$ cat config.mk
export PLATFORM = sky130hd
export DESIGN_NAME = fdc_status
export DESIGN_NICKNAME = d
export VERILOG_FILES = /design/src/logic/fdc_status_pkg.sv /design/src/logic/fdc_status.sv
export SDC_FILE = /design/constraint.sdc
export NUM_CORES = 1
export LEC_CHECK = 0
export BUFFER_PORTS_ARGS = -buffer_cell sky130_fd_sc_hd__buf_4
export CAP_MARGIN = 20
export CORE_ASPECT_RATIO = 0.6
export CORE_UTILIZATION = 51
export CTS_CLUSTER_SIZE = 24
export DETAILED_ROUTE_END_ITERATION = 12
export MAX_ROUTING_LAYER = met4
export PLACE_DENSITY_LB_ADDON = 0.1
export REMOVE_ABC_BUFFERS = 1
export SKIP_CTS_REPAIR_TIMING = 1
export SYNTH_ARGS = -nofsm -noshare
export SYNTH_HDL_FRONTEND = slang
export SYNTH_SLANG_ARGS = --single-unit
$ cat constraint.sdc
create_clock -name clk -period 2.65 [get_ports clk]
set_clock_uncertainty 0.05 [all_clocks]
set_input_delay 0.265 -clock clk [delete_from_list [all_inputs] [get_ports clk]]
set_output_delay 0.265 -clock clk [all_outputs]
set_load 0.02 [all_outputs]
$ cat src/logic/fdc_status_pkg.sv
package fdc_status_pkg;
  // second status byte, bit positions
  localparam int MARK_BIT = 6;
  localparam int CRC_BIT = 5;
  localparam int WTRK_BIT = 4;
  localparam int BTRK_BIT = 1;
  localparam int MDAM_BIT = 0;
  // third status byte, bit positions
  localparam int WP_BIT = 6;
  localparam int TRACK_ZERO_INPUT_BIT = 4;
  localparam int HEAD_BIT = 2;
  localparam int ONE_HI_BIT = 5;
  localparam int ONE_LO_BIT = 3;
  // configuration byte fields
  localparam int IDENT_BIT = 3;
  localparam int STYLE_BIT = 2;
  localparam int BURST_N_BIT = 1;
  localparam logic [7:0] CFG_RESET = 8'h02;
  localparam logic [7:0] BAD_TRACK = 8'hff;
  localparam logic [7:0] ST3_RESET = 8'h28;
  // result byte select codes
  localparam logic [1:0] RES_MEDIA = 2'h1;
  localparam logic [1:0] RES_PINS = 2'h2;
  localparam int FIFO_DEPTH = 16;
  localparam int FIFO_WIDTH = 8;

  typedef enum logic [1:0] {
    PH_IDLE = 2'b00,
    PH_CMD = 2'b01,
    PH_EXEC = 2'b10,
    PH_RESULT = 2'b11
  } phase_e;

  typedef enum logic [1:0] {
    MODE_AT = 2'b00,
    MODE_PS2 = 2'b01,
    MODE_M30 = 2'b10
  } mode_e;
endpackage

$ cat src/logic/fdc_status.sv
// Contract
// RULE_01 - mark mismatch sets status2 bit 6
// RULE_02 - data field crc error sets bit 5
// RULE_03 - track mismatch sets bit 4
// RULE_04 - mismatch and track ff sets bit 1
// RULE_05 - no data mark sets bit 0
// RULE_06 - status2 bits 7,3,2, status3 bit 7 zero
// RULE_07 - status3 bits 5 and 3 one
// RULE_08 - status3 mirrors wp, track_zero_input, head, drive pins
// RULE_09 - three reset sources, all end power-down
// RULE_10 - reset aborts, clears config, goes idle
// RULE_11 - polling starts after reset unless disabled
// RULE_12 - pin reset sets output-register reset, keeps specify; the code clears dma_en_q on pin reset
// RULE_13 - rate reset self-clears, output reset persists, wins
// RULE_14 - config bits 3 and 2 pick mode
// RULE_15 - interface bit high: enable honoured, tc/density high
// RULE_16 - ps2 style: enable ignored, always drive, low
// RULE_17 - both low: enable honoured, tc high, density low
// RULE_18 - dma request in transfers, ack selects fifo
// RULE_19 - verify pseudo read on ack, byte mode read
// RULE_20 - single drops after ack, burst holds
// RULE_21 - config bit 1 zero means burst
// RULE_22 - command, execution, result phases in turn
// RULE_23 - status bytes read in result phase
// RULE_24 - error flags cleared at command start
// RULE_25 - pin status sampled when assembled
`timescale 1ns/10ps
`default_nettype none

module fdc_fifo #(
  parameter int WIDTH = 8,
  parameter int DEPTH = 16
) (
  input wire logic clk,
  input wire logic ce,
  input wire logic clr,
  input wire logic [WIDTH-1:0] in_data,
  input wire logic in_valid,
  output logic in_ready,
  output logic [WIDTH-1:0] out_data,
  output logic out_valid,
  input wire logic out_ready
);
  localparam int AW = $clog2(DEPTH);
  logic [WIDTH-1:0] mem_q [DEPTH];
  logic [AW-1:0] wr_q;
  logic [AW-1:0] rd_q;
  logic [AW:0] cnt_q;
  wire push = in_valid && in_ready;
  wire pop = out_valid && out_ready;
  assign in_ready = cnt_q < (AW+1)'(DEPTH);
  assign out_valid = cnt_q != '0;
  assign out_data = mem_q[rd_q];
  always_ff @(posedge clk) begin
    if (clr) begin
      wr_q <= '0;
      rd_q <= '0;
      cnt_q <= '0;
    end else if (ce) begin
      if (push) begin
        mem_q[wr_q] <= in_data;
        wr_q <= wr_q + 1'b1;
      end
      if (pop) begin
        rd_q <= rd_q + 1'b1;
      end
      cnt_q <= cnt_q + (AW+1)'(push) - (AW+1)'(pop);
    end
  end
endmodule

module fdc_status
  import fdc_status_pkg::*;
(
  input wire logic clk,
  input wire logic ce,
  input wire logic sys_rst,
  input wire logic [7:0] controller_config_byte,
  input wire logic ctrl_reset_set,
  input wire logic ctrl_reset_clr,
  input wire logic ctrl_dma_enable,
  input wire logic rate_reset_set,
  input wire logic specify_wr,
  input wire logic specify_dma,
  input wire logic configure_wr,
  input wire logic configure_no_poll,
  input wire logic configure_fifo_on,
  input wire logic cmd_start,
  input wire logic cmd_params_done,
  input wire logic cmd_is_read,
  input wire logic cmd_is_xfer,
  input wire logic exec_done,
  input wire logic result_done,
  input wire logic powerdown_req,
  input wire logic rd_is_deleted_cmd,
  input wire logic mark_seen,
  input wire logic mark_deleted,
  input wire logic mark_missing,
  input wire logic crc_check,
  input wire logic crc_bad,
  input wire logic id_seen,
  input wire logic [7:0] id_track,
  input wire logic [7:0] cur_track,
  input wire logic write_protect_in,
  input wire logic track_zero_input,
  input wire logic head_select_output,
  input wire logic [1:0] drive_select_output,
  input wire logic [1:0] result_sel,
  input wire logic disk_valid,
  input wire logic [7:0] disk_data,
  output logic disk_ready,
  input wire logic last_xfer,
  input wire logic dma_acknowledge_n,
  input wire logic terminal_count_in,
  input wire logic interrupt_req,
  output logic [7:0] result_byte,
  output logic [7:0] media_error_status,
  output logic [7:0] drive_pin_status,
  output logic [7:0] host_data,
  output logic host_strobe,
  output logic pseudo_read,
  output logic tc_active,
  output logic core_reset,
  output logic ctrl_reset_bit,
  output logic powered_down,
  output logic polling_on,
  output logic dma_mode_on,
  output logic fifo_on,
  output logic [1:0] phase,
  output logic [1:0] mode,
  input wire logic density_high,
  output logic density_select_out,
  output logic interrupt_request_out,
  output logic interrupt_request_oe,
  output logic dma_request_out,
  output logic dma_request_oe
);
  phase_e ph_q, ph_d;
  logic ctl_rst_q, rate_rst_q, pd_q, poll_q, dma_en_q, fifo_q, drq_q;
  logic [7:0] st2_q, st3_q, rb_q, hd_q;
  logic hs_q;

  // rate reset is one-shot; the control reset bit persists and wins
  assign core_reset = ctl_rst_q || rate_rst_q; // see RULE_13
  assign ctrl_reset_bit = ctl_rst_q;
  assign powered_down = pd_q;
  assign polling_on = poll_q;
  assign dma_mode_on = dma_en_q;
  assign fifo_on = fifo_q;
  assign phase = ph_q;

  wire ident = controller_config_byte[IDENT_BIT]; // see RULE_14
  wire style = controller_config_byte[STYLE_BIT]; // see RULE_14
  wire burst = !controller_config_byte[BURST_N_BIT]; // see RULE_21
  wire mode_ps2 = !ident && style;
  assign mode = ident ? MODE_AT : (style ? MODE_PS2 : MODE_M30);
  // ps2 style ignores the enable bit and always drives the pins
  wire gate_on = mode_ps2 || ctrl_dma_enable; // see RULE_15
  assign interrupt_request_oe = gate_on; // see RULE_16
  assign dma_request_oe = gate_on; // see RULE_17
  assign interrupt_request_out = interrupt_req;
  assign dma_request_out = drq_q;
  assign tc_active = mode_ps2 ? !terminal_count_in : terminal_count_in; // see RULE_15
  assign density_select_out = ident ? density_high : !density_high; // see RULE_16

  wire ack = !dma_acknowledge_n;
  wire xfer_exec = (ph_q == PH_EXEC) && cmd_is_xfer && dma_en_q;
  // verify cycles are a pseudo read only in byte mode
  assign pseudo_read = ack && xfer_exec && !fifo_q && cmd_is_read; // see RULE_19

  // pin snapshot is taken at assembly so the host sees pins as they were then, not at read time
  wire [7:0] st3_now = {1'b0, write_protect_in, 1'b1, track_zero_input,
    1'b1, head_select_output, drive_select_output}; // see RULE_08
  wire mark_err = mark_seen && (mark_deleted != rd_is_deleted_cmd); // see RULE_01
  wire trk_err = id_seen && (id_track != cur_track); // see RULE_03
  wire bad_trk = trk_err && (id_track == BAD_TRACK); // see RULE_04
  wire [7:0] st2_set = {1'b0, mark_err, crc_check && crc_bad, trk_err,
    2'b00, bad_trk, mark_missing}; // see RULE_06

  always_comb begin
    ph_d = ph_q;
    case (ph_q)
      PH_IDLE: if (cmd_start) ph_d = PH_CMD;
      PH_CMD: if (cmd_params_done) ph_d = PH_EXEC;
      PH_EXEC: if (exec_done) ph_d = PH_RESULT;
      PH_RESULT: if (result_done) ph_d = PH_IDLE;
      default: ph_d = PH_IDLE;
    endcase
  end

  wire fifo_vld;
  wire [7:0] fifo_dat;
  wire fifo_take = ack && xfer_exec && !pseudo_read; // see RULE_18
  fdc_fifo #(.WIDTH(FIFO_WIDTH), .DEPTH(FIFO_DEPTH)) u_fifo (
    .clk(clk),
    .ce(ce),
    .clr(sys_rst || core_reset), // see RULE_13
    .in_data(disk_data),
    .in_valid(disk_valid),
    .in_ready(disk_ready),
    .out_data(fifo_dat),
    .out_valid(fifo_vld),
    .out_ready(fifo_take)
  );

  always_ff @(posedge clk) begin
    if (sys_rst) begin
      ctl_rst_q <= 1'b1; // see RULE_12
      dma_en_q <= 1'b0;
    end else if (ce) begin
      if (ctrl_reset_set) ctl_rst_q <= 1'b1;
      else if (ctrl_reset_clr) ctl_rst_q <= 1'b0; // see RULE_12
      if (specify_wr) dma_en_q <= specify_dma;
    end
  end

  always_ff @(posedge clk) begin
    if (sys_rst) begin
      rate_rst_q <= 1'b0;
      pd_q <= 1'b0;
    end else if (ce) begin
      rate_rst_q <= rate_reset_set; // see RULE_13
      if (core_reset || rate_reset_set || ctrl_reset_set) pd_q <= 1'b0; // see RULE_09
      else if (powerdown_req) pd_q <= 1'b1;
    end
  end

  // specify settings survive control and rate resets, not pin reset; everything else restarts here
  always_ff @(posedge clk) begin
    if (sys_rst || core_reset) begin
      ph_q <= PH_IDLE; // see RULE_10
      poll_q <= 1'b1; // see RULE_11
      fifo_q <= 1'b0;
      st2_q <= '0;
      st3_q <= ST3_RESET; // see RULE_07
      rb_q <= '0;
      drq_q <= 1'b0;
      hd_q <= '0;
      hs_q <= 1'b0;
    end else if (ce) begin
      ph_q <= ph_d; // see RULE_22
      if (configure_wr) begin
        poll_q <= !configure_no_poll; // see RULE_11
        fifo_q <= configure_fifo_on;
      end
      if (cmd_start && ph_q == PH_IDLE) st2_q <= '0; // see RULE_24
      else st2_q <= st2_q | st2_set; // see RULE_02
      if (result_sel == RES_PINS) st3_q <= st3_now; // see RULE_25
      if (ph_q == PH_RESULT) begin
        rb_q <= (result_sel == RES_MEDIA) ? st2_q : st3_q; // see RULE_23
      end
      // single mode drops on ack, burst holds to the last byte
      if (!xfer_exec) drq_q <= 1'b0;
      else if (burst) drq_q <= !(last_xfer && ack); // see RULE_20
      else drq_q <= !ack; // see RULE_20
      hs_q <= fifo_take && fifo_vld;
      if (fifo_take && fifo_vld) hd_q <= fifo_dat; // see RULE_18
    end
  end

  assign media_error_status = st2_q;
  assign drive_pin_status = st3_q;
  assign result_byte = rb_q;
  assign host_data = hd_q;
  assign host_strobe = hs_q;

  crc_flag_a: assert property (@(posedge clk) disable iff (sys_rst) // see RULE_02
    (ce && !core_reset && crc_check && crc_bad && !(cmd_start && ph_q == PH_IDLE))
    |=> st2_q[CRC_BIT])
    else $error("crc flag not set");
  bad_track_a: assert property (@(posedge clk) disable iff (sys_rst) // see RULE_04
    st2_q[BTRK_BIT] |-> st2_q[WTRK_BIT])
    else $error("bad track without wrong track");
  fixed_bits_a: assert property (@(posedge clk) disable iff (sys_rst) // see RULE_06
    st2_q[7] == 1'b0 && st2_q[3:2] == 2'b00 && st3_q[7] == 1'b0)
    else $error("reserved bits not zero");
  pin_snap_a: assert property (@(posedge clk) disable iff (sys_rst) // see RULE_08
    (ce && !core_reset && result_sel == RES_PINS) |=> st3_q == $past(st3_now))
    else $error("pin snapshot wrong");
  reset_pin_a: assert property (@(posedge clk) // see RULE_12
    sys_rst |=> ctl_rst_q && ph_q == PH_IDLE)
    else $error("pin reset did not set control reset");
  rate_clear_a: assert property (@(posedge clk) disable iff (sys_rst) // see RULE_13
    (ce && rate_reset_set) ##1 (ce && !rate_reset_set) |=> !rate_rst_q)
    else $error("rate reset did not clear");
  ps2_drive_a: assert property (@(posedge clk) disable iff (sys_rst) // see RULE_16
    mode_ps2 |-> dma_request_oe && interrupt_request_oe
      && (tc_active == !terminal_count_in))
    else $error("ps2 style pin behaviour");
  single_drop_a: assert property (@(posedge clk) disable iff (sys_rst) // see RULE_20
    (ce && !core_reset && !burst && ack) |=> !drq_q)
    else $error("single request held after ack");

  mark_flag_a: assert property (@(posedge clk) disable iff (sys_rst) // see RULE_01
    (ce && !core_reset && mark_err && !(cmd_start && ph_q == PH_IDLE)) |=> st2_q[MARK_BIT])
    else $error("control mark flag not set");

  wrong_track_a: assert property (@(posedge clk) disable iff (sys_rst) // see RULE_03
    (ce && !core_reset && trk_err && !(cmd_start && ph_q == PH_IDLE)) |=> st2_q[WTRK_BIT])
    else $error("wrong track flag not set");

  missing_mark_a: assert property (@(posedge clk) disable iff (sys_rst) // see RULE_05
    (ce && !core_reset && mark_missing && !(cmd_start && ph_q == PH_IDLE)) |=> st2_q[MDAM_BIT])
    else $error("missing mark flag not set");

  status3_ones_a: assert property (@(posedge clk) disable iff (sys_rst) // see RULE_07
    st3_q[ONE_HI_BIT] && st3_q[ONE_LO_BIT])
    else $error("status3 fixed ones missing");

  phase_cmd_a: assert property (@(posedge clk) disable iff (sys_rst) // see RULE_22
    (ce && !core_reset && ph_q == PH_IDLE && cmd_start) |=> ph_q == PH_CMD)
    else $error("command phase not entered");

  phase_exec_a: assert property (@(posedge clk) disable iff (sys_rst) // see RULE_22
    (ce && !core_reset && ph_q == PH_CMD && cmd_params_done) |=> ph_q == PH_EXEC)
    else $error("execution phase not entered");

  phase_result_a: assert property (@(posedge clk) disable iff (sys_rst) // see RULE_22
    (ce && !core_reset && ph_q == PH_EXEC && exec_done) |=> ph_q == PH_RESULT)
    else $error("result phase not entered");

  phase_idle_a: assert property (@(posedge clk) disable iff (sys_rst) // see RULE_22
    (ce && !core_reset && ph_q == PH_RESULT && result_done) |=> ph_q == PH_IDLE)
    else $error("idle not reached after result");

  err_clear_a: assert property (@(posedge clk) disable iff (sys_rst) // see RULE_24
    (ce && !core_reset && cmd_start && ph_q == PH_IDLE) |=> st2_q == 8'h00)
    else $error("error flags not cleared at command start");

  core_idle_a: assert property (@(posedge clk) disable iff (sys_rst) // see RULE_10
    core_reset |=> ph_q == PH_IDLE && !drq_q && !fifo_q)
    else $error("core reset did not go idle");

  poll_restart_a: assert property (@(posedge clk) disable iff (sys_rst) // see RULE_11
    core_reset |=> polling_on)
    else $error("polling not restarted by reset");

  pd_exit_a: assert property (@(posedge clk) disable iff (sys_rst) // see RULE_09
    (ce && (rate_reset_set || ctrl_reset_set)) |=> !pd_q)
    else $error("reset did not end power-down");

  ctl_persist_a: assert property (@(posedge clk) disable iff (sys_rst) // see RULE_13
    (ctl_rst_q && !(ce && ctrl_reset_clr)) |=> ctl_rst_q)
    else $error("control reset bit cleared itself");

  spec_keep_a: assert property (@(posedge clk) disable iff (sys_rst) // see RULE_12
    (core_reset && !(ce && specify_wr)) |=> dma_en_q == $past(dma_en_q))
    else $error("specify setting lost in core reset");

  at_polarity_a: assert property (@(posedge clk) disable iff (sys_rst) // see RULE_15
    ident |-> tc_active == terminal_count_in && density_select_out == density_high)
    else $error("interface style polarity wrong");

  m30_polarity_a: assert property (@(posedge clk) disable iff (sys_rst) // see RULE_17
    (!ident && !style) |-> tc_active == terminal_count_in
      && density_select_out == !density_high && dma_request_oe == ctrl_dma_enable)
    else $error("both-low mode pin behaviour");

  pseudo_read_a: assert property (@(posedge clk) disable iff (sys_rst) // see RULE_19
    (fifo_q || !cmd_is_read) |-> !pseudo_read)
    else $error("pseudo read outside byte mode read");

  burst_hold_a: assert property (@(posedge clk) disable iff (sys_rst) // see RULE_20
    (ce && !core_reset && burst && xfer_exec && !last_xfer) |=> drq_q)
    else $error("burst request dropped early");

  ack_fifo_a: assert property (@(posedge clk) disable iff (sys_rst) // see RULE_18
    (ce && !core_reset && fifo_take && fifo_vld) |=> host_strobe && host_data == $past(fifo_dat))
    else $error("ack did not deliver fifo byte");

  result_load_a: assert property (@(posedge clk) disable iff (sys_rst) // see RULE_23
    (ce && !core_reset && ph_q == PH_RESULT && result_sel == RES_MEDIA)
      |=> result_byte == $past(st2_q))
    else $error("result byte not loaded");
endmodule

`default_nettype wire

After elaboration in Yosys (flattened, before gate mapping)
Memories as Yosys holds them, arrays and structs flattened. A register that Yosys moved wholly into a read port is not among the register bits.
Index checks and enable logic that the tools add are counted.
W data, S select, Z words.

word-level totals
  register bits = 44
  latch bits = 0
  RAM bits = 128
  memory bits (read-only) = 0
  output and inout bits = 51
  word-level logic and storage cells = 96
  memories = 1

memory list
  name          depth  width  read ports  clocked after memory_dff  wr ports  line              source
  u_fifo.mem_q  16     8      1           1                         1         fdc_status.sv:45  logic [WIDTH-1:0] mem_q [DEPTH];

operators by class
  add/sub/neg operators = 4
  multipliers = 0
  divide/modulo/power cells = 0
  $lt $le $gt $ge = 1
  equality and inequality tests = 12
  shift operators = 0
  mux-type cells = 21
  bitwise logic cells = 1
  reductions and logical operators = 41

operator list
  cell                   count
  $mux W8                2
  $reduce_and A2 Y1      8
  $logic_and A1 B1 Y1    15
  $mux W1                12
  $mux W2                6
  $add A4 B1 Y4 const B  2
  $eq A8 B8 Y1 const B   1
  $logic_not A1 Y1       8
  $ne A2 B2 Y1 const B   4
  $ne A8 B8 Y1           1
  $or A8 B7 Y8           1
  $pmux W2 S4            1
  $eq A2 B2 Y1 const B   3
  $add A5 B1 Y5          1
  $logic_or A1 B1 Y1     5
  $lt A5 B5 Y1 const B   1
  $reduce_and A5 Y1      1
  $reduce_bool A5 Y1     1
  $sub A5 B1 Y5          1
  $eq A2 B1 Y1 const B   2
  $reduce_bool A2 Y1     2
  $logic_not A2 Y1       1
  $ne A1 B1 Y1           1

Longest topological paths before layout
  depth after elaboration = 10
  gate-level depth with buffers = 12
  depth with buffers taken out = 12

Modules after synthesis
A second synthesis with hierarchy kept.

unflattened totals
  cells, all modules = 513
  area total of the unflattened synthesis = 7568.5 sq um

by module, submodules not included
  module      times used  cells an instance  area each (sq um)
  fdc_fifo    1           315                5845.6
  fdc_status  1           198                1722.9

Worst setup path after synthesis
Ideal clock, no wire load.

  path type = reg2reg
  start point = reg ph_q[0] (netlist: phase[0])
  end point = reg u_fifo.cnt_q[4]
  library setup time = 72 ps
  arrival time = 2512 ps
  required time = 2528 ps
  setup slack = 16 ps
  cell stages (with the launch flop) = 13
  buffers on the path = 0
  period minus slack after synthesis = 2634 ps
  cell sequence = dfxtp_1 > inv_1 > ha_1 > nand4b_2 > nor3_1 > ha_1 > inv_1 > ha_1 > fa_1 > a21oi_1 > o21bai_1 > mux2i_1 > mux2i_1

between the ends
  cells in the longest elaborated chain, start to end = 10

RTL lines
  element                             line                                  source
  start, declared                     fdc_status.sv:138                     phase_e ph_q, ph_d;
  start signal, assigned              fdc_status.sv:241                     ph_q <= ph_d;
  $eq A2 B2 Y1 *                      fdc_status.sv:167                     wire xfer_exec = (ph_q == PH_EXEC) && cmd_is_xfer && dma_en_q;
  $logic_and A1 B1 Y1 * (2 in a row)  fdc_status.sv:167
  $logic_and A1 B1 Y1 *               fdc_status.sv:169, fdc_status.sv:193
  $logic_and A1 B1 Y1 (2 in a row)    fdc_status.sv:169                     assign pseudo_read = ack && xfer_exec && !fifo_q && cmd_is_read;
  $logic_not A1 Y1                    fdc_status.sv:193                     wire fifo_take = ack && xfer_exec && !pseudo_read;
  $logic_and A1 B1 Y1 *               fdc_status.sv:193
  $logic_and A1 B1 Y1 *               fdc_status.sv:50                      wire pop = out_valid && out_ready;
  via u_fifo.pop                      fdc_status.sv:50
  $sub A5 B1 Y5 *                     fdc_status.sv:67                      cnt_q <= cnt_q + (AW+1)'(push) - (AW+1)'(pop);
  end signal, assigned                fdc_status.sv:67
  end, declared                       fdc_status.sv:48                      logic [AW:0] cnt_q;

The timed path passes the listed nets; every way through them passes the cells marked *.
A chain may end at the register's enable or synchronous reset.

Worst setup path after layout
  start point = reg u_fifo.cnt_q[3]
  end point = reg u_fifo.cnt_q[4]

RTL lines
  element              line              source
  $reduce_bool A5 Y1   fdc_status.sv:52  assign out_valid = cnt_q != '0;
  $logic_and A1 B1 Y1  fdc_status.sv:50
  via u_fifo.pop       fdc_status.sv:50
  $sub A5 B1 Y5        fdc_status.sv:67

The timed path passes the listed nets, and every way through them passes these cells.

==> impl_metrics.tcl <==
set metrics [dict create \
    yosysSeqAreaShare_pct 64.9 \
    p_total_mw 5.67 \
    critPathCaptureType "flip-flop" \
    antenna_found_initial 0 \
    utilization_pct 65.2 \
    dr.pass1.iters 5 \
    yosys_warnings 0 \
    layout_commonest_cell "buf_4" \
    start_kind "flip-flop" \
    avgSynthCellArea_um2 14.0 \
    coreArea_mm2 0.0139 \
    dpl_cell_area_mm2 0.00846 \
    num_io_pins 122 \
    min_period_over_period_pct 93.7 \
    critPathRequiredTime_ns 2.96 \
    status "complete, no violations" \
    grt_use_total_pct 22.3 \
    grt_start_max_net_pins 48 \
    cts.clk_slew.worst_paths_ns 0.07 \
    clock_path_buffers 2 \
    tritoncts "done" \
    hp-class "input port to flip-flop" \
    maxCapViolCount 0 \
    h-tree-depth 4 \
    fin_area_mm2 0.00907 \
    slew_headroom_pct 48.1 \
    synth_flop_cell "edfxtp_1" \
    cts_sinks 176 \
    ys_async_sr_fraction_pct 0 \
    nets 737 \
    place.gp.congestion 0.781 \
    worst_pin_slew_ns 0.778 \
    grt_first_pass_wirelength_um 23300 \
    root_buffer "clkbuf_16" \
    grt_overflow 0 \
    routed_wl_um 15500 \
    fmax_ghz 0.403 \
    leakage_nw 3.23 \
    dieArea_mm2 0.0150 \
    setup_violations 0 \
    clock_latency_ns 0.43 \
    initial_core_util_pct 53.2 \
    ant_nets 0 \
    num_vias 4658 \
    synth_edf_count 128 \
    rows 33 \
    crit_type "flip-flop to flip-flop" \
    io_buffers 107 \
    drive_gt1_share_pct 29.3 \
    synthCells 528 \
    drtIter0Drc 404 \
    min_period_ns 2.48 \
    drt-vias-per-instance 5.45 \
    setup_slack_ns 0.167 \
    place_ws_ns 0.0747 \
    synthDistinctLibCells 47 \
    fp.dieW_um 157 \
    cp_max_fo 3 \
    drc 0 \
    slew_viol_final 0 \
    p_per_area_mw_per_mm2 625 \
    ys_ff_latch 176 \
    hold_slack_ns 0.0113 \
    syn_to_final_growth_pct 22.6 \
    synth_area_mm2 0.00740 \
    cts_buffers 17 \
    grt_pass1_vias 4337 \
    vdd_ir_drop_max_v 0.000388 \
    wl_per_cell_um 18.1 \
    finalHoldViolations 0 \
    arrival_ns 2.79 \
    layout_common_cells "132 x buf_4, 128 x edfxtp_1, 48 x nor2_1" \
    fp.dieH_um 95.3 \
    dp_hpwl_um 10900 \
    num_antenna_cells 0 \
]
-- cell families (layout without fill, tap and decap cells) --
| family | Yosys count | after routing | synth area share, % |
|---|---|---|---|
| XOR/XNOR | 17 | 17 | 2.01 |
| AO/OA/AOI/OAI | 79 | 79 | 7.04 |
| flip-flops | 176 | 176 | 64.9 |
| multiplexers | 61 | 61 | 11.0 |
| other | 2 | 7 | 0.102 |
| buffers and inverters | 52 | 182 | 3.70 |
| AND/OR/NAND/NOR | 125 | 125 | 8.44 |
| adder cells (fa/ha/maj) | 16 | 16 | 2.81 |
-- synthesized netlist by cell type (6+ instances only) --
cell | number | area, um2
mux2i_1 | 45 | 450
nand2_1 | 28 | 105
edfxtp_1 | 128 | 3840
xnor2_1 | 14 | 123
nor2b_1 | 8 | 50.1
inv_1 | 16 | 60.1
a211oi_1 | 14 | 105
o22ai_1 | 17 | 106
buf_2 | 12 | 60.1
a31oi_1 | 10 | 62.6
a21oi_1 | 17 | 85.1
mux4_2 | 16 | 360
nor3_1 | 7 | 35.0
clkbuf_1 | 6 | 22.5
ha_1 | 15 | 188
nor2_1 | 48 | 180
dfxtp_1 | 48 | 961
nand3_1 | 7 | 35.0
buf_4 | 11 | 82.6
o21ai_1 | 8 | 40.0
-- layer usage --
| metal | global-route usage [%] | wire length (um) | share of wire, % | vias up |
|---|---|---|---|---|
| li1 | - | - | - | 2204 |
| met1 | 33.0 | 7470 | 48 | 2269 |
| met2 | 31.8 | 6800 | 44 | 171 |
| met3 | 4.77 | 1080 | 7.0 | 14 |
| met4 | 4.53 | 116 | 0.75 | 0 |
| met5 | - | 0 | 0 | - |
-- cell type report --
class                      instances  area, um2
inverter                          16       60.1
tap                              192        240
multi-input combinational        305       2360
timing repair buffer             134       1020
sequential                       176       4810
fill                            1039       4840
clock inverter                    15        161
clock buffer                      17        425
-- where the power goes --
part	internal (mW)	switching, mW
clock network	1.34	1.14
logic	0.112	0.122
registers	2.95	0.00564
-- sequential cells by signal, summed over array words and instances, names as in the netlist, 2 cells and up --
signal,flops
u_fifo.wr_q,4
host_data,8
u_fifo.cnt_q,5
result_byte,7
media_error_status,5
phase,2
drive_pin_status,5
u_fifo.rd_q,4
u_fifo.mem_q,128
-- final timing paths --
check | from | to | slack, ns | cells after the start
worst min-delay path | sys_rst | dma_mode_on | 0.01 | 2
worst min register to register | dma_request_out | dma_request_out | 0.43 | 2
worst max-delay path | u_fifo.cnt_q[3] | u_fifo.cnt_q[4] | 0.17 | 12
worst max register to register | u_fifo.cnt_q[3] | u_fifo.cnt_q[4] | 0.17 | 12
-- critical path: stages, from the launching register on --
cell      delay (ns)
dfxtp_1         0.33
inv_2           0.08
ha_1            0.16
nor4b_4         0.24
nor3_1          0.08
ha_1            0.29
inv_1           0.04
ha_1            0.22
fa_2            0.36
a21oi_2         0.13
o21bai_1        0.08
mux2i_1         0.18
mux2i_1         0.19
-- stage by stage --
| stage | cells | TNS, ns |
|---|---|---|
| 2_1_floorplan | 497 | 0 |
| 3_3_place_gp | 822 | 0 |
| 3_5_place_dp | 822 | 0 |
| 4_1_cts | 854 | 0 |
| 5_1_grt | 855 | -0.0115 |
| 6_report | 855 | 0 |
Power figures use the tool's default switching activity.
